`config.mk`:
```
export PLATFORM = sky130hd
export DESIGN_NAME = pmc_conversion_control
export DESIGN_NICKNAME = d
export VERILOG_FILES = /design/src/hw/pmc_conversion_control.v
export VERILOG_INCLUDE_DIRS = /design/src /design/src/hw
export SDC_FILE = /design/constraint.sdc
export NUM_CORES = 1
export LEC_CHECK = 0
export ABC_AREA = 0
export BUFFER_PORTS_ARGS = -buffer_cell sky130_fd_sc_hd__buf_2
export CAP_MARGIN = 5
export CORE_AREA = 2 2 151 79
export CTS_CLUSTER_SIZE = 12
export DETAILED_ROUTE_END_ITERATION = 16
export DIE_AREA = 0 0 153 81
export PLACE_DENSITY = 0.73
export SYNTH_ARGS = -nofsm -noshare
export SYNTH_HDL_FRONTEND = slang
export SYNTH_SLANG_ARGS = --single-unit
```
`constraint.sdc`:
```
create_clock -name pclk -period 2.45 [get_ports pclk]
set_clock_uncertainty 0.1 [all_clocks]
set_input_delay 0.1225 -clock pclk [delete_from_list [all_inputs] [get_ports pclk]]
set_output_delay 0.1225 -clock pclk [all_outputs]
set_load 0.01 [all_outputs]
```
`src/hw/pmc_regs.vh`:
```
// Register map, field positions and timing counts of the panel meter
`ifndef PMC_REGS_VH
`define PMC_REGS_VH

// ----------------------------------------------------------------------
// Register byte offsets
// ----------------------------------------------------------------------
`define PMC_CTRL_OFF      8'h00
`define PMC_RESULT_OFF    8'h04
`define PMC_ISTAT_OFF     8'h08
`define PMC_IMASK_OFF     8'h0C

// ----------------------------------------------------------------------
// Field positions and reset values
// ----------------------------------------------------------------------
`define PMC_CTRL_TRIG_BIT  0
`define PMC_CTRL_BLANK_BIT 1
`define PMC_CTRL_RST       1'h0
`define PMC_RES_KILO_BIT   12
`define PMC_RES_OVL_BIT    13
`define PMC_RES_POS_BIT    14
`define PMC_RES_BUSY_BIT   15
`define PMC_IRQ_DONE_BIT   0
`define PMC_IRQ_OVL_BIT    1
`define PMC_IRQ_DROP_BIT   2
`define PMC_IRQ_W          3
`define PMC_IRQ_RST        3'h0
`define PMC_CNT_RST        13'h0000
`define PMC_FULL_COUNT     13'h1999
`define PMC_OVR_COUNT      1000
`define PMC_OVL_COUNT      2000

// ----------------------------------------------------------------------
// Timing
// ----------------------------------------------------------------------
`define PMC_CLK_HZ        40000000
`define PMC_CONV_MAX_MS   10
`define PMC_CONV_MAX_CYC  (`PMC_CONV_MAX_MS * (`PMC_CLK_HZ / 1000))
`define PMC_ITRIG_RATE    6
`define PMC_ITRIG_CYC     (`PMC_CLK_HZ / `PMC_ITRIG_RATE)
`define PMC_ITRIG_W_US    100
`define PMC_ITRIG_W_CYC   (`PMC_ITRIG_W_US * (`PMC_CLK_HZ / 1000000))
`define PMC_TICK_CYC      100
`define PMC_UP_TICKS      1000

`endif

```
`src/hw/pmc_conversion_control.v`:
```
// Conversion sequencer, data outputs, display gating and APB registers
`timescale 1ns/10ps
`include "pmc_regs.vh"

module pmc_conversion_control #(
  parameter ITRIG_CYC    = `PMC_ITRIG_CYC,    // Internal trigger period
  parameter CONV_MAX_CYC = `PMC_CONV_MAX_CYC, // Conversion guard time
  parameter TICK_CYC     = `PMC_TICK_CYC,     // Converter clock period
  parameter UP_TICKS     = `PMC_UP_TICKS      // Integrate-up length
) (
  // APB slave
  input  wire        pclk,
  input  wire        presetn,
  input  wire        psel,
  input  wire        penable,
  input  wire        pwrite,
  input  wire [7:0]  paddr,
  input  wire [31:0] pwdata,
  output wire [31:0] prdata,
  output wire        pready,
  output wire        pslverr,
  // Meter control inputs
  input  wire        ext_trig,
  input  wire        hold_n,
  input  wire        blank_n,
  // Analog front end
  input  wire        cmp_above,
  input  wire        in_neg,
  input  wire        line_pos,
  // Meter outputs
  output wire        int_trig_out,
  output wire        status,
  output wire [3:0]  bcd_units,
  output wire [3:0]  bcd_tens,
  output wire [3:0]  bcd_hund,
  output wire        overrange_n,
  output wire        overload_n,
  output wire        polarity,
  // Display drive
  output wire        disp_digits_on,
  output wire        disp_one_on,
  output wire        disp_sign_on,
  // Interrupt
  output wire        irq
);

  // --------------------------------------------------------------------
  // Constants
  // --------------------------------------------------------------------
  localparam [1:0] ST_IDLE = 2'h0;  // Waiting for a trigger
  localparam [1:0] ST_UP   = 2'h1;  // Fixed integrate-up phase
  localparam [1:0] ST_DOWN = 2'h2;  // Ramp-down, counting
  localparam integer ITL  = ITRIG_CYC - 1;
  localparam integer CML  = CONV_MAX_CYC - 1;
  localparam integer TKL  = TICK_CYC - 1;
  localparam integer UPL  = UP_TICKS - 1;
  localparam integer ITW  = `PMC_ITRIG_W_CYC;
  localparam [22:0] ITRIG_LAST = ITL[22:0];
  localparam [22:0] ITRIG_W    = ITW[22:0];
  localparam [18:0] CONV_LAST  = CML[18:0];
  localparam [6:0]  TICK_LAST  = TKL[6:0];
  localparam [9:0]  UP_LAST    = UPL[9:0];

  // --------------------------------------------------------------------
  // Registers
  // --------------------------------------------------------------------
  reg  [1:0]  state_reg;     // Sequencer state
  reg         busy_reg;      // Status line
  reg  [12:0] cnt_reg;       // Kilo bit plus three BCD digits
  reg         ovr_n_reg;     // Overrange, active low
  reg         ovl_n_reg;     // Overload, active low
  reg         pos_reg;       // Latched polarity
  reg  [6:0]  tick_reg;      // Converter clock divider
  reg  [9:0]  up_reg;        // Integrate-up tick count
  reg  [18:0] guard_reg;     // Conversion time guard
  reg  [22:0] itrig_reg;     // Internal trigger timer
  reg         itrig_o_reg;   // Internal trigger output
  reg         trig_d_reg;    // Trigger input, last cycle
  reg         dig_on_reg;    // Data digits lit
  reg         one_on_reg;    // Leading one lit
  reg         sign_on_reg;   // Minus sign lit
  reg         blank_reg;     // Software blank request
  reg         swtrig_reg;    // Software trigger pulse
  reg  [2:0]  istat_reg;     // Sticky event flags
  reg  [2:0]  imask_reg;     // Event enables
  reg         irq_reg;       // Interrupt output
  reg  [31:0] prdata_reg;    // Read data
  reg         pready_reg;    // Access completion
  reg         pslverr_reg;   // Unmapped address answer

  // --------------------------------------------------------------------
  // Combinational terms
  // --------------------------------------------------------------------
  wire        tick;          // One converter clock period
  wire        trig_rise;     // Start request from pin or software
  wire        start;         // Accepted start
  wire        drop;          // Start request that was ignored
  wire        finish;        // Conversion ends this cycle
  wire        ovl_hit;       // Count would pass full scale on this tick
  wire        acc;           // APB access phase, first cycle
  wire        wr;            // Write strobe
  wire        mapped;        // Address hits a register
  wire [12:0] cnt_inc;       // Count plus one, BCD
  wire [2:0]  ev;            // Events raised this cycle
  wire [2:0]  clr;           // Flags cleared by software
  wire [2:0]  istat_next;    // Next value of the flags
  wire        disp_en;       // Display may be lit

  // BCD increment across three digits and the kilo bit
  function [12:0] bcd_inc;
    input [12:0] v;
    reg   [12:0] r;
    reg          c;
    integer      i;
    begin
      r = v;
      c = 1'b1;
      for (i = 0; i < 3; i = i + 1) begin
        if (c && r[i*4 +: 4] == 4'h9) begin
          r[i*4 +: 4] = 4'h0;
        end else if (c) begin
          r[i*4 +: 4] = r[i*4 +: 4] + 4'h1;
          c = 1'b0;
        end
      end
      r[12] = r[12] | c;
      bcd_inc = r;
    end
  endfunction

  assign cnt_inc = bcd_inc(cnt_reg);
  assign tick    = (tick_reg == TICK_LAST);

  // Rising edge only, so any width up to the limit starts one conversion
  assign trig_rise = (ext_trig & ~trig_d_reg) | swtrig_reg;
  // Hold low or a running conversion swallows the request
  assign start = trig_rise & hold_n & (state_reg == ST_IDLE);
  assign drop  = trig_rise & ~start;

  // Full scale is 1999; the next count would be 2000
  assign ovl_hit = (state_reg == ST_DOWN) & tick & cmp_above &
                   (cnt_reg == `PMC_FULL_COUNT);
  // Guard forces an end so the cycle never runs past its window
  assign finish = ((state_reg == ST_DOWN) & tick &
                   (~cmp_above | ovl_hit)) |
                  ((state_reg != ST_IDLE) & (guard_reg == CONV_LAST));

  // --------------------------------------------------------------------
  // Conversion sequencer
  // --------------------------------------------------------------------
  // Dual slope: fixed integrate-up, then count until the comparator
  // drops. Tick and up counts keep the worst case at 7.5 ms.
  always @(posedge pclk or negedge presetn) begin
    if (!presetn) begin
      state_reg <= ST_IDLE;
      busy_reg  <= 1'b0;
      tick_reg  <= 7'h00;
      up_reg    <= 10'h000;
      guard_reg <= 19'h00000;
    end else begin
      // Divider always runs; restarted on each start
      tick_reg  <= (start || tick) ? 7'h00 : tick_reg + 7'h01;
      // Guard counts only while converting
      guard_reg <= (state_reg == ST_IDLE) ? 19'h00000 :
                   guard_reg + 19'h00001;
      case (state_reg)
        ST_IDLE: begin
          up_reg <= 10'h000;
          if (start) begin
            state_reg <= ST_UP;
            busy_reg  <= 1'b1;
          end
        end
        ST_UP: begin
          if (finish) begin
            state_reg <= ST_IDLE;
            busy_reg  <= 1'b0;
          end else if (tick) begin
            up_reg <= up_reg + 10'h001;
            if (up_reg == UP_LAST) begin
              state_reg <= ST_DOWN;
            end
          end
        end
        ST_DOWN: begin
          // Status falls only once every output is settled
          if (finish) begin
            state_reg <= ST_IDLE;
            busy_reg  <= 1'b0;
          end
        end
        default: begin
          state_reg <= ST_IDLE;
          busy_reg  <= 1'b0;
        end
      endcase
    end
  end

  // --------------------------------------------------------------------
  // Counters, range flags and polarity
  // --------------------------------------------------------------------
  // Outputs are the live counters, so data is valid only with status low
  always @(posedge pclk or negedge presetn) begin
    if (!presetn) begin
      cnt_reg   <= `PMC_CNT_RST;
      ovr_n_reg <= 1'b1;
      ovl_n_reg <= 1'b1;
      pos_reg   <= 1'b1;
    end else begin
      if (start) begin
        cnt_reg   <= `PMC_CNT_RST;
        ovr_n_reg <= 1'b1;
        ovl_n_reg <= 1'b1;
      end else if (ovl_hit || (finish && state_reg == ST_UP)) begin
        ovl_n_reg <= 1'b0;
        ovr_n_reg <= 1'b0;
      end else if (state_reg == ST_DOWN && tick && cmp_above &&
                   !finish) begin
        cnt_reg   <= cnt_inc;
        // Kilo bit set means 1000 counts or more
        ovr_n_reg <= ~cnt_inc[`PMC_RES_KILO_BIT];
      end
      // Sign caught at the end of integrate-up and held to the next
      if (state_reg == ST_UP && tick && up_reg == UP_LAST) begin
        pos_reg <= ~in_neg;
      end
    end
  end

  // --------------------------------------------------------------------
  // Internal trigger generator
  // --------------------------------------------------------------------
  // Free-running; loops back to the trigger input for 6 per second.
  // Pulse width sits well inside the allowed trigger width.
  always @(posedge pclk or negedge presetn) begin
    if (!presetn) begin
      itrig_reg   <= 23'h000000;
      itrig_o_reg <= 1'b0;
      trig_d_reg  <= 1'b0;
    end else begin
      itrig_reg   <= (itrig_reg == ITRIG_LAST) ? 23'h000000 :
                     itrig_reg + 23'h000001;
      itrig_o_reg <= (itrig_reg < ITRIG_W);
      trig_d_reg  <= ext_trig;
    end
  end

  // --------------------------------------------------------------------
  // Display gating
  // --------------------------------------------------------------------
  // Shown in the positive line half, dark while converting. Blank only
  // gates the lamps, so the data path never sees it.
  assign disp_en = line_pos & blank_n & ~blank_reg & ~busy_reg;

  always @(posedge pclk or negedge presetn) begin
    if (!presetn) begin
      dig_on_reg  <= 1'b0;
      one_on_reg  <= 1'b0;
      sign_on_reg <= 1'b0;
    end else begin
      // Overload: data digits dark, leading one lit, sign kept
      dig_on_reg  <= disp_en & ovl_n_reg;
      one_on_reg  <= disp_en & (cnt_reg[`PMC_RES_KILO_BIT] |
                     ~ovl_n_reg);
      sign_on_reg <= disp_en & ~pos_reg;
    end
  end

  // --------------------------------------------------------------------
  // APB slave
  // --------------------------------------------------------------------
  // One wait state: work done in the first access cycle, pready next
  assign acc    = psel & penable & ~pready_reg;
  assign wr     = acc & pwrite;
  assign mapped = (paddr == `PMC_CTRL_OFF) | (paddr == `PMC_RESULT_OFF) |
                  (paddr == `PMC_ISTAT_OFF) | (paddr == `PMC_IMASK_OFF);

  always @(posedge pclk or negedge presetn) begin
    if (!presetn) begin
      pready_reg  <= 1'b0;
      pslverr_reg <= 1'b0;
      prdata_reg  <= 32'h00000000;
      blank_reg   <= `PMC_CTRL_RST;
      swtrig_reg  <= 1'b0;
      imask_reg   <= `PMC_IRQ_RST;
    end else begin
      pready_reg  <= acc;
      pslverr_reg <= acc & ~mapped;
      // Software trigger is a one-cycle pulse
      swtrig_reg  <= wr & (paddr == `PMC_CTRL_OFF) &
                     pwdata[`PMC_CTRL_TRIG_BIT];
      if (wr && paddr == `PMC_CTRL_OFF) begin
        blank_reg <= pwdata[`PMC_CTRL_BLANK_BIT];
      end
      if (wr && paddr == `PMC_IMASK_OFF) begin
        imask_reg <= pwdata[2:0];
      end
      // Read data is registered; zero for writes and holes
      prdata_reg <= 32'h00000000;
      if (acc && !pwrite) begin
        case (paddr)
          `PMC_CTRL_OFF:   prdata_reg <= {30'h0, blank_reg, 1'b0};
          `PMC_RESULT_OFF: prdata_reg <= {16'h0, busy_reg, pos_reg,
                                          ~ovl_n_reg, cnt_reg};
          `PMC_ISTAT_OFF:  prdata_reg <= {29'h0, istat_reg};
          `PMC_IMASK_OFF:  prdata_reg <= {29'h0, imask_reg};
          default:         prdata_reg <= 32'h00000000;
        endcase
      end
    end
  end

  // --------------------------------------------------------------------
  // Interrupt flags
  // --------------------------------------------------------------------
  // Write one to clear; a new event in the same cycle wins
  assign ev = {drop, ovl_hit, finish};  // Dropped, overload, done
  assign clr = (wr && paddr == `PMC_ISTAT_OFF) ? pwdata[2:0] : 3'h0;
  assign istat_next = (istat_reg & ~clr) | ev;

  always @(posedge pclk or negedge presetn) begin
    if (!presetn) begin
      istat_reg <= `PMC_IRQ_RST;
      irq_reg   <= 1'b0;
    end else begin
      istat_reg <= istat_next;
      irq_reg   <= |(istat_next & imask_reg);
    end
  end

  // --------------------------------------------------------------------
  // Output drive
  // --------------------------------------------------------------------
  assign prdata         = prdata_reg;
  assign pready         = pready_reg;
  assign pslverr        = pslverr_reg;
  assign int_trig_out   = itrig_o_reg;
  assign status         = busy_reg;
  assign bcd_units      = cnt_reg[3:0];
  assign bcd_tens       = cnt_reg[7:4];
  assign bcd_hund       = cnt_reg[11:8];
  assign overrange_n    = ovr_n_reg;
  assign overload_n     = ovl_n_reg;
  assign polarity       = pos_reg;
  assign disp_digits_on = dig_on_reg;
  assign disp_one_on    = one_on_reg;
  assign disp_sign_on   = sign_on_reg;
  assign irq            = irq_reg;

endmodule

```
==> flow_results.org <==
** GRT
- First-pass GRT wire length :: ~20000 um
- Entering global routing, the biggest net connects 52 pins.
- The total overflow left after global routing is 0.
- Vias in the first global route :: approximately 4000
- In the global route stage, overall resource usage came out at 20.6%.
- Initial antenna violation count :: 0

** Finish
- Registers take about 2800 um^2.
- Final std cells w/o fill :: a little under 800
- The register with the most flip-flops in the layout has 23 of them.
- Multi-input gate area in the final layout :: roughly 2500 um^2
- Most used cells in the layout excluding fill and tap cells :: 107 x dfrtp_1, 69 x nor2_1, 59 x buf_2
- Leaving out fill and tap cells, the most frequent cell in the layout is dfrtp_1.
- Fill count :: 947
- Diodes inserted :: 0
- Final-stage net count :: about 690
- Area Growth Syn to Fin :: 19.4%
- Cells with a size suffix above 1 make up a little over a fifth of the layout.

** Route
- The first detailed-routing pass took 5 iterations.
- In the routed layout, each cell is associated on average with a via count of ~5.4.
- The routed layout has 4248 vias.
- Dividing the detail-routed wire length by the instance count gives 15.9 um.
- Total Routed Length :: between 10000 and 15000 um
- The detail route stage leaves a number of antenna-violating nets equal to 0.
- After the first detailed-routing iteration, the DRC count stood at between 400 and 500.
- After detailed routing, the number of remaining DRC violations is 0.

** Logic synthesis
- Yosys mapped a number of flops with a built-in enable equal to 0.
- Count of distinct cell types in the synthesized netlist :: between 50 and 60
- Of the synthesized area, sequential elements account for roughly 50%.
- Cell count after synthesis :: 541
- Synth Cell Area :: 5470 um^2
- Proportion of synthesized flip-flops having asynchronous set or reset :: between 90% and 100%
- The biggest area contributor in the post-synthesis netlist is dfrtp_1.
- Count of state elements after synthesis :: 110
- Sorting the synthesized cells by area gives the leading types as dfrtp_1 49%, nor2_1 4.7%, buf_4 4.3%.
- During synthesis, Yosys emitted a total of 0 warnings.
- Average cell area after synthesis :: 10.1 um^2
- In the synthesized netlist the dominant register cell turns out to be dfrtp_1.
- In this run the biggest area consumer among cell types represents about half of the synthesized area.

** Timing
- FMAX :: approximately 0.4 GHz
- Setup violations remaining at the end of the flow were counted as 0.
- After layout, the worst path uses between 90 and 100% of the clock period.
- Post-layout minimum cycle time :: 2.43 ns
- The final hold violation count came to 0.
- The number of max-slew violations in the final report was 0.
- Adding up every negative setup slack in the final design gives 0 ns.

** Clock tree
- Worst-Skew Late Latency :: about 0.35 ns
- Clock tree from TritonCTS :: yes
- Clock Sinks :: between 100 and 150
- In this run, CTS created clock tree buffers numbering 9.
- Clock tree synthesis selected as its root buffer the cell clkbuf_16.
- The clock passes through at most 2 buffers.
- H-tree depth reported by CTS :: 3
- Clock-pin slew was measured on the worst setup and hold paths at 0.08 ns.

** Setup path
- CP arrival :: between 2 and 3 ns
- Worst Path Max Fanout :: 7
- The worst setup path is captured at a flip-flop.
- Internal reg-to-reg setup slack :: 0.02 ns
- Data required time at the worst endpoint :: around 2.6 ns
- Type of the worst setup path :: flip-flop to flip-flop
- STA classifies the critical path startpoint as a flip-flop.

** Power
- Leakage power :: a little over 0.003 uW
- Across the VDD grid, the largest voltage drop is approximately 380 uV.
- Power density over the cells :: about 640 nW/um^2
- The design draws 4180 uW.

** Floorplanning
- # rows :: 28
- Initial standard-cell utilization of the core :: between 40% and 50%
- Number of primary I/O pins :: ~110
- Die Area :: approximately 12000 um^2
- Total core area :: 11300 um^2
- Width of the die :: 153 um
- Vertical die dimension :: a little over 80 um

** Status
- The flow ran to the end, and the final reports show no timing, DRC or antenna violations.

** Placement
- Port buffering added 60 buffers.
- After detailed placement, the design holds a cell count of between 700 and 800.
- DPL Wire Length :: a little under 9000 um
- The congestion estimate from routability-driven global placement came to ~0.9.

** Min path
- Type of the worst min-delay path :: primary input to flip-flop

** Flow run
- Number of maximum-capacitance violations :: 0
-- cell usage after synthesis, drive strengths merged, types with 12 or more instances --
cell / instances
a21oi: 21
and2: 18
buf: 33
dfrtp: 107
ha: 12
inv: 15
nand2: 37
nand3: 26
nand4: 14
nor2: 69
nor4: 12
o21ai: 20
or3: 15
xnor2: 18
xor2: 22
-- what timing repair did --
action                                 4_1_cts  5_1_grt
gates resized for setup                      6       17
setup buffers                                1        6
endpoints found under the hold margin       45        0
hold buffers                                11        0
pin swaps                                    2       10
setup endpoints to repair                   15       25
cloned                                       0        0
-- worst max-delay path: stages, from the launching register on --
cell	delay, ns
dfrtp_1	0.39
inv_2	0.05
ha_2	0.18
or4_4	0.44
nor4_4	0.23
and4_4	0.30
buf_8	0.16
nor3_4	0.07
buf_4	0.15
mux2i_1	0.18
nor2_1	0.07
-- per-layer routing --
metal  up-vias  GRT usage [%]  share of wire [%]
met2       135           30.9                 43
met3        24           4.80                5.6
met4         0           6.30                1.7
li1       2009              -                  -
met5         -              0                  0
met1      2080           29.8                 49
-- report_power, final --
group,switching (uW),internal [uW]
registers,103,1910
clock network,664,826
logic,421,255
-- layout make-up --
type,count,share of cell area [%]
clock inverters,6,1.05
repair buffers,104,10.4
well taps,150,2.88
clock buffers,10,3.66
flip-flops and latches,110,42.2
inverters,15,0.863
multi-input cells,390,38.9
-- path summary, 6_finish.rpt --
path                               from      endpoint  cells past startpoint
max reg2reg                state_reg[1]    cnt_reg[8]                     10
min reg2reg                guard_reg[0]  guard_reg[0]                      1
min                            paddr[0]       pslverr                      3
max                        state_reg[1]    cnt_reg[8]                     10
min in group asynchronous       presetn     up_reg[4]                      2
max in group asynchronous       presetn  itrig_reg[7]                      3
-- per-stage QoR --
stage | setup slack, ns | hold WS (ns) | area, um^2 | util (%)
final | 0.0210 | 0.0160 | 6530 | 57.7
after global routing | -0.0434 | 0.0425 | 6530 | 57.7
after CTS | 0.00473 | 0.0109 | 6390 | 56.5
after detailed placement | -0.0610 | -0.0204 | 5940 | 52.5
after global placement | 0.0543 | -0.0279 | 5940 | 52.5
after floorplan | 0.137 | -0.273 | 5520 | -
-- cell families after synthesis --
family	share of synthesized area, %
buffers and inverters	6.13
XOR/XNOR	6.41
flip-flops	50.4
multiplexers	3.11
adder cells (fa/ha/maj)	2.75
other	0.0686
AND/OR/NAND/NOR	24.3
AO/OA/AOI/OAI	6.80
No activity file was read; power rests on OpenSTA's default activity.
